## src/lbm_pkg.sv

```systemverilog
// Shared constants and types for the loop port bypass switch
package lbm_pkg;

  // ==========================================================
  // Stream carrier
  localparam int unsigned LBM_SYM_W = 10;           // One line code group per beat

  typedef struct packed {
    logic                 valid;
    logic [LBM_SYM_W-1:0] sym;
  } lbm_beat_t;

  // ==========================================================
  // Cell numbering and pin levels
  localparam logic       LBM_CELL0      = 1'b0;
  localparam logic       LBM_CELL1      = 1'b1;
  localparam logic [1:0] LBM_PULLUP_LVL = 2'h3;     // Undriven skip pins read high

  // ==========================================================
  // Envelope detector thresholds, realised by the analog comparators
  localparam int unsigned LBM_SP_ON_MV  = 400;      // At or above: present
  localparam int unsigned LBM_SP_OFF_MV = 100;      // At or below: absent

  // ==========================================================
  // Retime lock budget
  localparam int unsigned LBM_LOCK_BITS    = 2500;      // Bit times to phase lock
  localparam longint      LBM_LINE_KBPS    = 1062500;   // Slowest line rate
  localparam longint      LBM_CLK_PERIOD_NS = 100;      // core_clk period
  localparam longint      LBM_LOCK_NS      = (longint'(LBM_LOCK_BITS) * 64'd1000000) / LBM_LINE_KBPS;
  localparam int unsigned LBM_LOCK_CYC     = int'(LBM_LOCK_NS / LBM_CLK_PERIOD_NS);  // Longest: rounded down

  // ==========================================================
  // Retime buffer
  localparam int unsigned LBM_BUF_DEPTH = 2;

endpackage

```

## src/lbm_bypass_mux.sv

```systemverilog
// Loop port bypass switch: two cells, retime buffer, cable signal-present flags
//
// Functional notes
// Skip control high inserts slot; low skips.
// Cable on cell 0: cell 1 selects paths.
// Cable on cell 1: cell 0 selects paths.
// Signal-present high while cable input detected.
// Present at 400 mV, absent at 100 mV.
// Board wires cells for retime before/after.
// Undriven skip control reads high (pull-up).
// Controller supplies 106.25 or 125 MHz reference; the package lock count assumes a 100 ns core_clk period.
// Retime locks within 2500 bit times.
// Path selection combinational on skip controls.
`timescale 1ns/1ns
module lbm_bypass_mux #(
  parameter int unsigned LOCK_CYC = lbm_pkg::LBM_LOCK_CYC
) (
  input  wire logic              core_clk,
  input  wire logic              rst_n,
  input  wire logic              cable_cell,
  input  wire logic [1:0]        skip_n_drv,
  input  wire logic [1:0]        skip_n_oe,
  input  wire logic [1:0]        env_above_on,
  input  wire logic [1:0]        env_above_off,
  input  wire lbm_pkg::lbm_beat_t ring_in,
  output logic                   ring_in_ready,
  output lbm_pkg::lbm_beat_t     ring_out,
  input  wire logic              ring_out_ready,
  input  wire lbm_pkg::lbm_beat_t slot_in,
  output logic                   slot_in_ready,
  output lbm_pkg::lbm_beat_t     slot_out,
  input  wire logic              slot_out_ready,
  output logic [1:0]             signal_present,
  output logic                   retime_locked,
  output logic                   slot_skipped_mode
);

  // The lock bound check waits up to LOCK_CYC cycles, so the count stays
  // inside the window that a delay range can cover
  if (LOCK_CYC < 1 || LOCK_CYC > 1000) begin : g_bad_lock
    $error("LOCK_CYC out of range");
  end

  // ==========================================================
  // Skip controls
  // pull-up default
  wire [1:0] skip_n = (skip_n_oe & skip_n_drv) | (~skip_n_oe & lbm_pkg::LBM_PULLUP_LVL);
  // slot cell control; the cable cell is held inserted by the board
  wire       slot_cell = ~cable_cell;
  wire       inserted  = skip_n[slot_cell];
  assign slot_skipped_mode = ~inserted;

  // ==========================================================
  // Retime buffer: the retiming stage lives in cell 0, so its source is
  // whatever stream enters cell 0 (ring input or slot input)
  wire                 rt_from_ring = (cable_cell == lbm_pkg::LBM_CELL0);
  lbm_pkg::lbm_beat_t  rt_src;
  wire                 rt_in_ready;
  wire                 rt_out_ready;
  lbm_pkg::lbm_beat_t  rt_out;
  assign rt_src = rt_from_ring ? ring_in : slot_in;

  logic [lbm_pkg::LBM_SYM_W-1:0] mem_r [lbm_pkg::LBM_BUF_DEPTH];
  logic                          wr_ptr_r;
  logic                          rd_ptr_r;
  logic [1:0]                    count_r;
  wire                           push = rt_src.valid & rt_in_ready;
  wire                           pop  = rt_out.valid & rt_out_ready;

  assign rt_in_ready  = (count_r != 2'(lbm_pkg::LBM_BUF_DEPTH));
  assign rt_out.valid = (count_r != 2'h0);
  // Storage is never reset, so an empty buffer shows zero rather than stale or unknown data
  assign rt_out.sym   = rt_out.valid ? mem_r[rd_ptr_r] : '0;

  // Buffer storage is not reset; only the pointers and the occupancy count carry control state
  always_ff @(posedge core_clk) begin
    if (push) mem_r[wr_ptr_r] <= rt_src.sym;
  end

  // Pointer and occupancy update
  always_ff @(posedge core_clk or negedge rst_n) begin
    if (!rst_n) begin
      wr_ptr_r <= 1'b0;
      rd_ptr_r <= 1'b0;
      count_r  <= 2'h0;
    end else begin
      if (push) wr_ptr_r <= ~wr_ptr_r;
      if (pop)  rd_ptr_r <= ~rd_ptr_r;
      count_r <= count_r + 2'(push) - 2'(pop);
    end
  end

  // ==========================================================
  // Path selection, purely combinational so a skip change acts at once
  // no clock in the select path
  // cable on cell 0: ring input retimed first, then to the slot
  // cable on cell 1: slot return retimed, ring input passes straight
  always_comb begin
    ring_out      = '0;
    slot_out      = '0;
    ring_in_ready = 1'b0;
    slot_in_ready = 1'b0;
    if (rt_from_ring) begin
      ring_in_ready = rt_in_ready;
      slot_out      = rt_out;
      if (inserted) begin
        ring_out      = slot_in;
        slot_in_ready = ring_out_ready;
      end else begin
        ring_out      = rt_out;
        slot_in_ready = 1'b1;           // Skipped slot traffic is dropped
      end
    end else begin
      slot_in_ready = rt_in_ready;
      slot_out      = ring_in;
      if (inserted) begin
        ring_out      = rt_out;
        ring_in_ready = slot_out_ready;
      end else begin
        ring_out      = ring_in;
        ring_in_ready = ring_out_ready;
      end
    end
  end
  // Skipped slot return is drained so it cannot wedge the buffer
  assign rt_out_ready = rt_from_ring ? (inserted ? slot_out_ready : ring_out_ready)
                                     : (inserted ? ring_out_ready : 1'b1);

  // ==========================================================
  // Envelope comparators come from pins: two flops before use
  logic [1:0] on_meta_r, on_sync_r, off_meta_r, off_sync_r;
  always_ff @(posedge core_clk or negedge rst_n) begin
    if (!rst_n) begin
      on_meta_r  <= 2'h0;
      on_sync_r  <= 2'h0;
      off_meta_r <= 2'h0;
      off_sync_r <= 2'h0;
    end else begin
      on_meta_r  <= env_above_on;
      on_sync_r  <= on_meta_r;
      off_meta_r <= env_above_off;
      off_sync_r <= off_meta_r;
    end
  end

  // set above on-threshold, clear below off-threshold, hold between
  logic [1:0] sp_r;
  wire  [1:0] sp_nxt = on_sync_r | (sp_r & off_sync_r);
  always_ff @(posedge core_clk or negedge rst_n) begin
    if (!rst_n) sp_r <= 2'h0;
    else        sp_r <= sp_nxt;
  end
  assign signal_present = sp_r;

  // ==========================================================
  // Lock timer: counts cycles while the cable cell's signal-present flag is high;
  // loss of the cable envelope forces a relock
  localparam int unsigned LW        = 16;
  localparam int          LOCK_SPAN = int'(LOCK_CYC);   // Bound of the lock check
  logic [LW-1:0] lock_cnt_r;
  logic          locked_r;
  wire           cable_live = sp_r[cable_cell];
  // lock after LOCK_CYC cycles of signal
  wire           lock_hit   = (lock_cnt_r == LW'(LOCK_CYC - 1));
  always_ff @(posedge core_clk or negedge rst_n) begin
    if (!rst_n) begin
      lock_cnt_r <= '0;
      locked_r   <= 1'b0;
    end else if (!cable_live) begin
      lock_cnt_r <= '0;
      locked_r   <= 1'b0;
    end else if (!locked_r) begin
      lock_cnt_r <= lock_cnt_r + LW'(1);
      locked_r   <= lock_hit;
    end
  end
  assign retime_locked = locked_r;

  // ==========================================================
  // Checks
  a_skip_pullup: assert property (@(posedge core_clk) disable iff (!rst_n)
    (skip_n_oe[slot_cell] == 1'b0) |-> !slot_skipped_mode)
    else $error("undriven skip pin did not insert slot");

  a_insert_mode: assert property (@(posedge core_clk) disable iff (!rst_n)
    slot_skipped_mode == (cable_cell ? (skip_n_oe[0] && !skip_n_drv[0]) : (skip_n_oe[1] && !skip_n_drv[1])))
    else $error("slot mode does not follow skip control");

  a_cell0_bypass: assert property (@(posedge core_clk) disable iff (!rst_n)
    (cable_cell == 1'b0 && !skip_n[1]) |-> (ring_out == slot_out && ring_out == rt_out))
    else $error("cell 1 bypass does not feed ring to both outputs");

  a_cell0_insert: assert property (@(posedge core_clk) disable iff (!rst_n)
    (cable_cell == 1'b0 && skip_n[1]) |-> (ring_out == slot_in && slot_out == rt_out))
    else $error("cell 1 insert path wrong");

  a_cell1_paths: assert property (@(posedge core_clk) disable iff (!rst_n)
    (cable_cell == 1'b1) |-> (slot_out == ring_in && ring_out == (skip_n[0] ? rt_out : ring_in)))
    else $error("cell 0 path selection wrong");

  a_present_set: assert property (@(posedge core_clk) disable iff (!rst_n)
    $rose(on_sync_r[0]) |=> signal_present[0])
    else $error("signal present not raised");

  a_present_clear: assert property (@(posedge core_clk) disable iff (!rst_n)
    (!on_sync_r[1] && !off_sync_r[1]) |=> !signal_present[1])
    else $error("signal present not cleared below off threshold");

  a_lock_bound: assert property (@(posedge core_clk) disable iff (!rst_n)
    (!cable_live ##1 cable_live [*1]) |-> ##[0:LOCK_SPAN] (retime_locked || !cable_live))
    else $error("retime did not lock in time");

  a_mux_instant: assert property (@(posedge core_clk) disable iff (!rst_n)
    // A mode change with no control change in the same cycle means a registered select
    $changed(slot_skipped_mode) |-> ($changed(skip_n_drv) || $changed(skip_n_oe) || $changed(cable_cell)))
    else $error("skip change did not act at once");

  c_locks:    cover property (@(posedge core_clk) disable iff (!rst_n) $rose(retime_locked));
  c_buf_full: cover property (@(posedge core_clk) disable iff (!rst_n) count_r == 2'h2 && rt_src.valid);
  c_skipped:  cover property (@(posedge core_clk) disable iff (!rst_n) slot_skipped_mode && ring_out.valid);
  c_exit_rt:  cover property (@(posedge core_clk) disable iff (!rst_n) cable_cell && !slot_skipped_mode && ring_out.valid);

endmodule

```

## config.mk

```make
export PLATFORM = sky130hd
export DESIGN_NAME = lbm_bypass_mux
export DESIGN_NICKNAME = d
export VERILOG_FILES = /design/src/lbm_pkg.sv /design/src/lbm_bypass_mux.sv
export SDC_FILE = /design/constraint.sdc
export NUM_CORES = 1
export LEC_CHECK = 0
export ABC_AREA = 1
export BUFFER_PORTS_ARGS = -buffer_cell sky130_fd_sc_hd__buf_2
export CAP_MARGIN = 20
export CORE_AREA = 5 5 92 94
export CTS_CLUSTER_SIZE = 25
export DETAILED_ROUTE_END_ITERATION = 16
export DIE_AREA = 0 0 97 99
export PLACE_DENSITY = 0.59
export SYNTH_ARGS = -nofsm -noshare
export SYNTH_HDL_FRONTEND = slang
export SYNTH_SLANG_ARGS = --single-unit
```

## constraint.sdc

```tcl
create_clock -name core_clk -period 2.3 [get_ports core_clk]
set_input_delay 0 -clock core_clk [delete_from_list [all_inputs] [get_ports core_clk]]
set_output_delay 0 -clock core_clk [all_outputs]
set_load 0.05 [all_outputs]
```

==> results.yml, run 1 <==
status:
  status: "finished, final reports clean"
logic_synthesis:
  synthFlopType: "dfrtp_1"
  syn_area_per_cell_sq_um: 7.811
  yosysWarnings: 0
  synth_top_area_share_pct: 26.48
  yosys-top-cells-area: "dfrtp_1, edfxtp_1, nand2_1, nor2_1, inv_1"
  synth-simple-area-share_pct: 32.29
  yosys.cell_types.count: 34
  ys_ff_latch: 51
  synth_edf_count: 20
  synthAdderAreaFrac_pct: 1.709
  synth_compound_area_share_pct: 10.98
  async_flop_share_pct: 60.78
  netlist_instances: 375
  synth_seq_area_share_pct: 46.99
  synth_nets: 414
  synth_top_cell_by_area: "dfrtp_1"
  yosysMostFrequentCell: "nand2_1"
  synth_xor_area_share_pct: 0.5980
  synth_commonest_cells: "nand2_1, nor2_1, dfrtp_1"
  synth_top_family_by_area: "simple AND/OR/NAND/NOR gates"
  muxShareOfSynthArea_pct: 0
  syn_area_sq_um: 2929
route:
  drt_first_pass_iters: 4
  num_vias: 2616
  viasPerCell: 4.818
  drt_iter0_drc: 128
  final_antenna_net_count: 0
  wire_per_inst_um: 12.52
  wl_um: 6799
  drcViolationCount: 0
timing:
  layout_worst_path_cycle_share_pct: 85.96
  fmax_mhz: 505.8
  period_minus_slack_ps: 1977
  hold_viol_final: 0
  setup_tns_ps: 0
  worstMarginPinSlew_ps: 696.8
  finalSetupViolCount: 0
  rsz0062_at_grt: "false"
  slew_headroom_pct: 53.55
  clock_skew_ps: 4.169
  setup_ws_ps: 323.0
  drv_slew: 0
cells_and_area:
  final_cells: 543
  antennaDiodeCount: 0
  final_core_util_pct: 45.65
  area_delta_synth_final_pct: 17.94
  final.fill_count: 771
  drive_above_1_share_pct: 20.63
  layout.nets: 479
critical_path:
  r2r_setup_slack_ps: 710
  crit_chain: "inv_1 -> o21ai_0 -> nand2_1 -> o211ai_1 -> nand2_1 -> buf_2"
  critical_path.endpoint_type: "primary output"
  arrival_ps: 1980
  cp.required_ps: 2300
  cp_slowest_cell: "dfrtp_1"
  setup.worst_path.class: "reg -> out"
  rr_worst_depth: 10
  regToRegEndpoint: "count_r[1]"
  cpMostUsedCell: "nand2_1"
  worst-path-max-fanout: 12
  crit-reg2reg-launch: "count_r[1]"
  cpPeakStageDelay_ps: 570
  worstSetupStartpointType: "flip-flop"
global_route:
  grt_pass1_wl_um: 11760
  grt_start_max_net_pins: 32
  overflow: 0
  grt_pass1_vias: 2565
  grtUsageTotal_pct: 14.63
  antenna_found_initial: 0
job:
  drv_cap: 0
power:
  total_power_mw: 3.143
  powerDensity_nw_per_um2: 909.8
  peakVddDrop_mv: 0.3752
  power.leakage_nw: 1.644
die:
  initial_core_util_pct: 38.71
  dieWidth_um: 97
  die_h_um: 99
  coreArea_sq_um: 7567
  ios: 63
  rows: 32
  die_area_sq_um: 9603
clock_tree:
  cts_buffers: 5
  cts_max_path_buffers: 2
  clk_pin_slew_worst_paths_ps: 90
  insertion_delay_ps: 300
  cts_setup_buffers: 0
  postCtsHoldBufs: 6
  cts_resized: 0
  clock-sinks: 51
  h-tree-depth: 2
  cts_tree: "done"
  root_buffer: "clkbuf_8"
placed_design:
  dp_hpwl_um: 5110
  place_ws_ps: 521.6
  io_buffers: 62
  gp_congestion: 0.8362
  dp_cells: 529
hold_path:
  whs_endpoint: "mem_r[1][9]"
  worstHoldPathType: "in -> reg"
  hp-start: "ring_in[9]"
  min_path_cells: 3
## state kept, by name, indices dropped and copies added, names as in the netlist
| signal | flops |
|---|---|
| count_r | 2 |
| lock_cnt_r | 16 |
| mem_r | 20 |
| off_meta_r | 2 |
| off_sync_r | 2 |
| on_meta_r | 2 |
| on_sync_r | 2 |
| rd_ptr_r | 1 |
| retime_locked | 1 |
| signal_present | 2 |
| wr_ptr_r | 1 |
## cells in the final DEF, fill, tap and decap left out, types with 3 or more instances in the layout
master	count
dfrtp_1	31
a21oi_1	4
o21a_1	7
ha_1	4
edfxtp_1	20
nand4_1	8
nand3_2	3
dlygate4sd3_1	6
and2_1	4
o211ai_1	10
nand2_2	4
nor2_1	69
o21ai_0	16
inv_1	26
clkbuf_8	5
nor3_1	4
o21ai_1	8
buf_4	6
nand3_1	9
nand2_1	112
buf_2	62
## cell type report
cell class / count / area (sq um) / area share [%]
inverters: 29 / 111.4 / 3.223
flip-flops and latches: 51 / 1376 / 39.84
clock buffers: 6 / 72.57 / 2.101
multi-input cells: 279 / 1335 / 38.65
well taps: 102 / 127.6 / 3.694
repair buffers: 74 / 415.4 / 12.02
clock inverters: 2 / 16.27 / 0.4708
## worst max-delay path by stage
| stage | from | to | slack (ps) | cells after the start |
|---|---|---|---|---|
| global route | rd_ptr_r | ring_out[8] | 110 | 6 |
| global placement | cable_cell | count_r[1] | 530 | 12 |
| finish | rd_ptr_r | ring_out[8] | 320 | 6 |
| CTS | rd_ptr_r | ring_out[8] | 330 | 6 |
| detailed placement | cable_cell | count_r[1] | 520 | 12 |
| floorplan | rd_ptr_r | ring_out[7] | 220 | 7 |
## cell families (layout without fill, tap and decap cells)
kind of cell	Yosys count	after routing
and+or+nand+nor	221	221
buffers and inverters	45	111
xor gates and xnor gates	2	2
AOI/OAI and AO/OA	52	52
DFF	51	51
adders and majority gates	4	4
## power breakdown
part / internal [mW] / switching, mW / leakage, nW
Combinational: 0.403 / 1.02 / 1.02
Clock: 0.219 / 0.294 / 0.0418
Sequential: 1.11 / 0.0985 / 0.581
## stage by stage
step                hold WS, ps  area, sq um
finish                    13.73         3455
global route              17.46         3455
CTS                      0.5939         3455
detailed placement        90.48         3306
global placement          89.92         3306
floorplan                -295.6         2929
## layer usage
| layer | vias up | global-route usage [%] | routed length, um |
|---|---|---|---|
| li1 | 1345 | - | - |
| met1 | 1215 | 18.69 | 3198 |
| met2 | 46 | 24.84 | 3216 |
| met3 | 10 | 2.972 | 271 |
| met4 | 0 | 4.860 | 113 |
| met5 | - | 0 | 0 |
## worst max-delay path, delay by kind of cell (launching register included)
kind	cells	cell delay, ps
flops	1	570
buf+inv	2	480
compound gates	2	440
simple gates	2	180
(Power assumes the default switching activity.)
==> run 2, diff against run 1 <==
--- a/config.mk
+++ b/config.mk
@@ -12,7 +12,7 @@
 export CTS_CLUSTER_SIZE = 25
 export DETAILED_ROUTE_END_ITERATION = 16
 export DIE_AREA = 0 0 97 99
-export PLACE_DENSITY = 0.59
+export PLACE_DENSITY = 0.61
 export SYNTH_ARGS = -nofsm -noshare
 export SYNTH_HDL_FRONTEND = slang
 export SYNTH_SLANG_ARGS = --single-unit
==> constraint.sdc (replaced) <==
create_clock -name core_clk -period 1.69 [get_ports core_clk]
set_input_delay 0 -clock core_clk [delete_from_list [all_inputs] [get_ports core_clk]]
set_output_delay 0 -clock core_clk [all_outputs]
set_load 0.05 [all_outputs]
==> run 2 against run 1 <==
  * Clock power increased by 46%
  * Critical path depth increased by 1
  * Non-clock buffer count rose by 10
  * Core utilization grew 3.8 points
  * Largest power group unchanged
  * Worst setup slack got worse by 250 ps
==> results.yml, run 2 (synthesis gave the netlist of run 1 again) <==
timing:
  drv_slew: 0
  layout_worst_path_cycle_share_pct: 95.93
  fmax_mhz: 616.9
  worstMarginPinSlew_ps: 674.4
  finalSetupViolCount: 0
  clock_skew_ps: 5.540
  rsz0062_at_grt: "true"
  hold_viol_final: 0
  period_minus_slack_ps: 1621
  hold_ws_ps: 0.9715
  slew_headroom_pct: 55.04
  setup_ws_ps: 68.86
placed_design:
  io_buffers: 62
  gp_congestion: 0.8831
  place_ws_ps: 154.0
  dp_hpwl_um: 5080
  dp_cells: 532
route:
  drt_first_pass_iters: 4
  drt_iter0_drc: 142
  wl_um: 6835
  num_vias: 2664
  drcViolationCount: 0
  wire_per_inst_um: 12.36
  final_antenna_net_count: 0
  viasPerCell: 4.817
clock_tree:
  cts_max_path_buffers: 2
  clk_pin_slew_worst_paths_ps: 100
  clock-sinks: 51
  cts_tree: "done"
  cts_buffers: 5
  insertion_delay_ps: 310
  h-tree-depth: 2
  root_buffer: "clkbuf_8"
power:
  power_frac_clock_pct: 15.1
  internal_power_mw: 2.742
  peakVddDrop_mv: 0.5585
  pwr-share-comb_pct: 51.6
  power_frac_seq_pct: 33.3
  power.leakage_nw: 1.751
  total_power_mw: 4.936
  switching_share_pct: 44.44
  p_sw_mw: 2.194
  powerDensity_nw_per_um2: 1318
cells_and_area:
  layout.nets: 489
  top_register: "mem_r"
  layout_common_cells: "nand2_1, nor2_1, buf_2, dfrtp_1, inv_1"
  largestRegisters: "mem_r: 20 flops, lock_cnt_r: 16 flops"
  final_core_util_pct: 49.49
  area_delta_synth_final_pct: 27.85
  final_cells: 553
  largest_reg_flops: 20
  drive_above_1_share_pct: 29.05
  antennaDiodeCount: 0
  final_common_cell: "nand2_1"
hold_path:
  whs_endpoint: "mem_r[1][0]"
  hp-start: "ring_in[0]"
  min_path_cells: 3
  worstHoldPathType: "in -> reg"
global_route:
  grt_pass1_vias: 2546
  grtUsageTotal_pct: 14.65
  grt_start_max_net_pins: 40
  antenna_found_initial: 0
  grt_pass1_wl_um: 11730
  overflow: 0
job:
  drv_cap: 0
die:
  dieWidth_um: 97
  die_h_um: 99
  coreArea_sq_um: 7567
  die_area_sq_um: 9603
  ios: 63
  rows: 32
  initial_core_util_pct: 38.71
critical_path:
  cp.required_ps: 1690
  regToRegEndpoint: "count_r[1]"
  r2r_setup_slack_ps: 100
  crit-reg2reg-launch: "count_r[1]"
  worstSetupStartpointType: "flip-flop"
  worst-path-max-fanout: 6
  arrival_ps: 1620
  critical_path.endpoint_type: "primary output"
  rr_worst_depth: 10
  setup.worst_path.class: "reg -> out"
status:
  status: "finished, final reports clean"
==> run 2: worst max-delay path, cell delays in order (launching register included) <==
cell and delay, ps:
dfrtp_1 410, nor2_4 70, buf_6 140, nor2_1 130, o21ai_2 90, and2_1 140, o21ai_1 150, buf_6 180
==> run 2: metrics by stage <==
step / instance area, sq um / setup TNS, ps
finish: 3745 / 0
global route: 3745 / -293.9
CTS: 3577 / 0
detailed placement: 3356 / 0
global placement: 3356 / 0
floorplan: 2957 / -16.79
==> run 2: final cells by class <==
cell class | instances | area, sq um
timing repair buffer | 84 | 581.8
sequential | 51 | 1378
fill | 723 | 3822
clock inverter | 3 | 27.53
multi-input combinational | 279 | 1450
tap | 102 | 127.6
clock buffer | 5 | 68.82
inverter | 29 | 111.4
==> run 2: how the worst max path moves through the flow <==
stage,to,cells past startpoint,slack [ps],start
after floorplan,ring_out[0],6,-20,count_r[1]
after global placement,count_r[1],10,170,count_r[1]
after detailed placement,count_r[1],10,150,count_r[1]
after CTS,ring_out[7],7,2,count_r[0]
after global routing,ring_out[5],8,-60,count_r[1]
final,ring_out[0],7,70,count_r[1]
==> run 2: power by group through the flow <==
| stage | Clock [mW] | Sequential (mW) | Combinational [mW] |
|---|---|---|---|
| after floorplan | 0 | 1.62 | 1.56 |
| after global placement | 0 | 1.63 | 2.01 |
| after detailed placement | 0 | 1.63 | 2.04 |
| after CTS | 0.780 | 1.61 | 2.20 |
| after global routing | 0.825 | 1.67 | 2.76 |
| final | 0.745 | 1.64 | 2.55 |
==> run 2: metal layers <==
metal | wire, um | global-route usage [%] | vias up
met3 | 296 | 2.831 | 13
met1 | 3176 | 18.97 | 1219
met2 | 3225 | 24.26 | 60
met4 | 137 | 5.724 | 0
met5 | 0 | 0 | -
li1 | - | - | 1372
==> run 2: what timing repair did <==
action	CTS	global route
endpoints found under the setup margin	11	21
resized for setup	13	63
gates cloned	1	1
pin swaps	1	11
endpoints found under the hold margin	37	0
hold buffers	7	0
buffers inserted	3	1
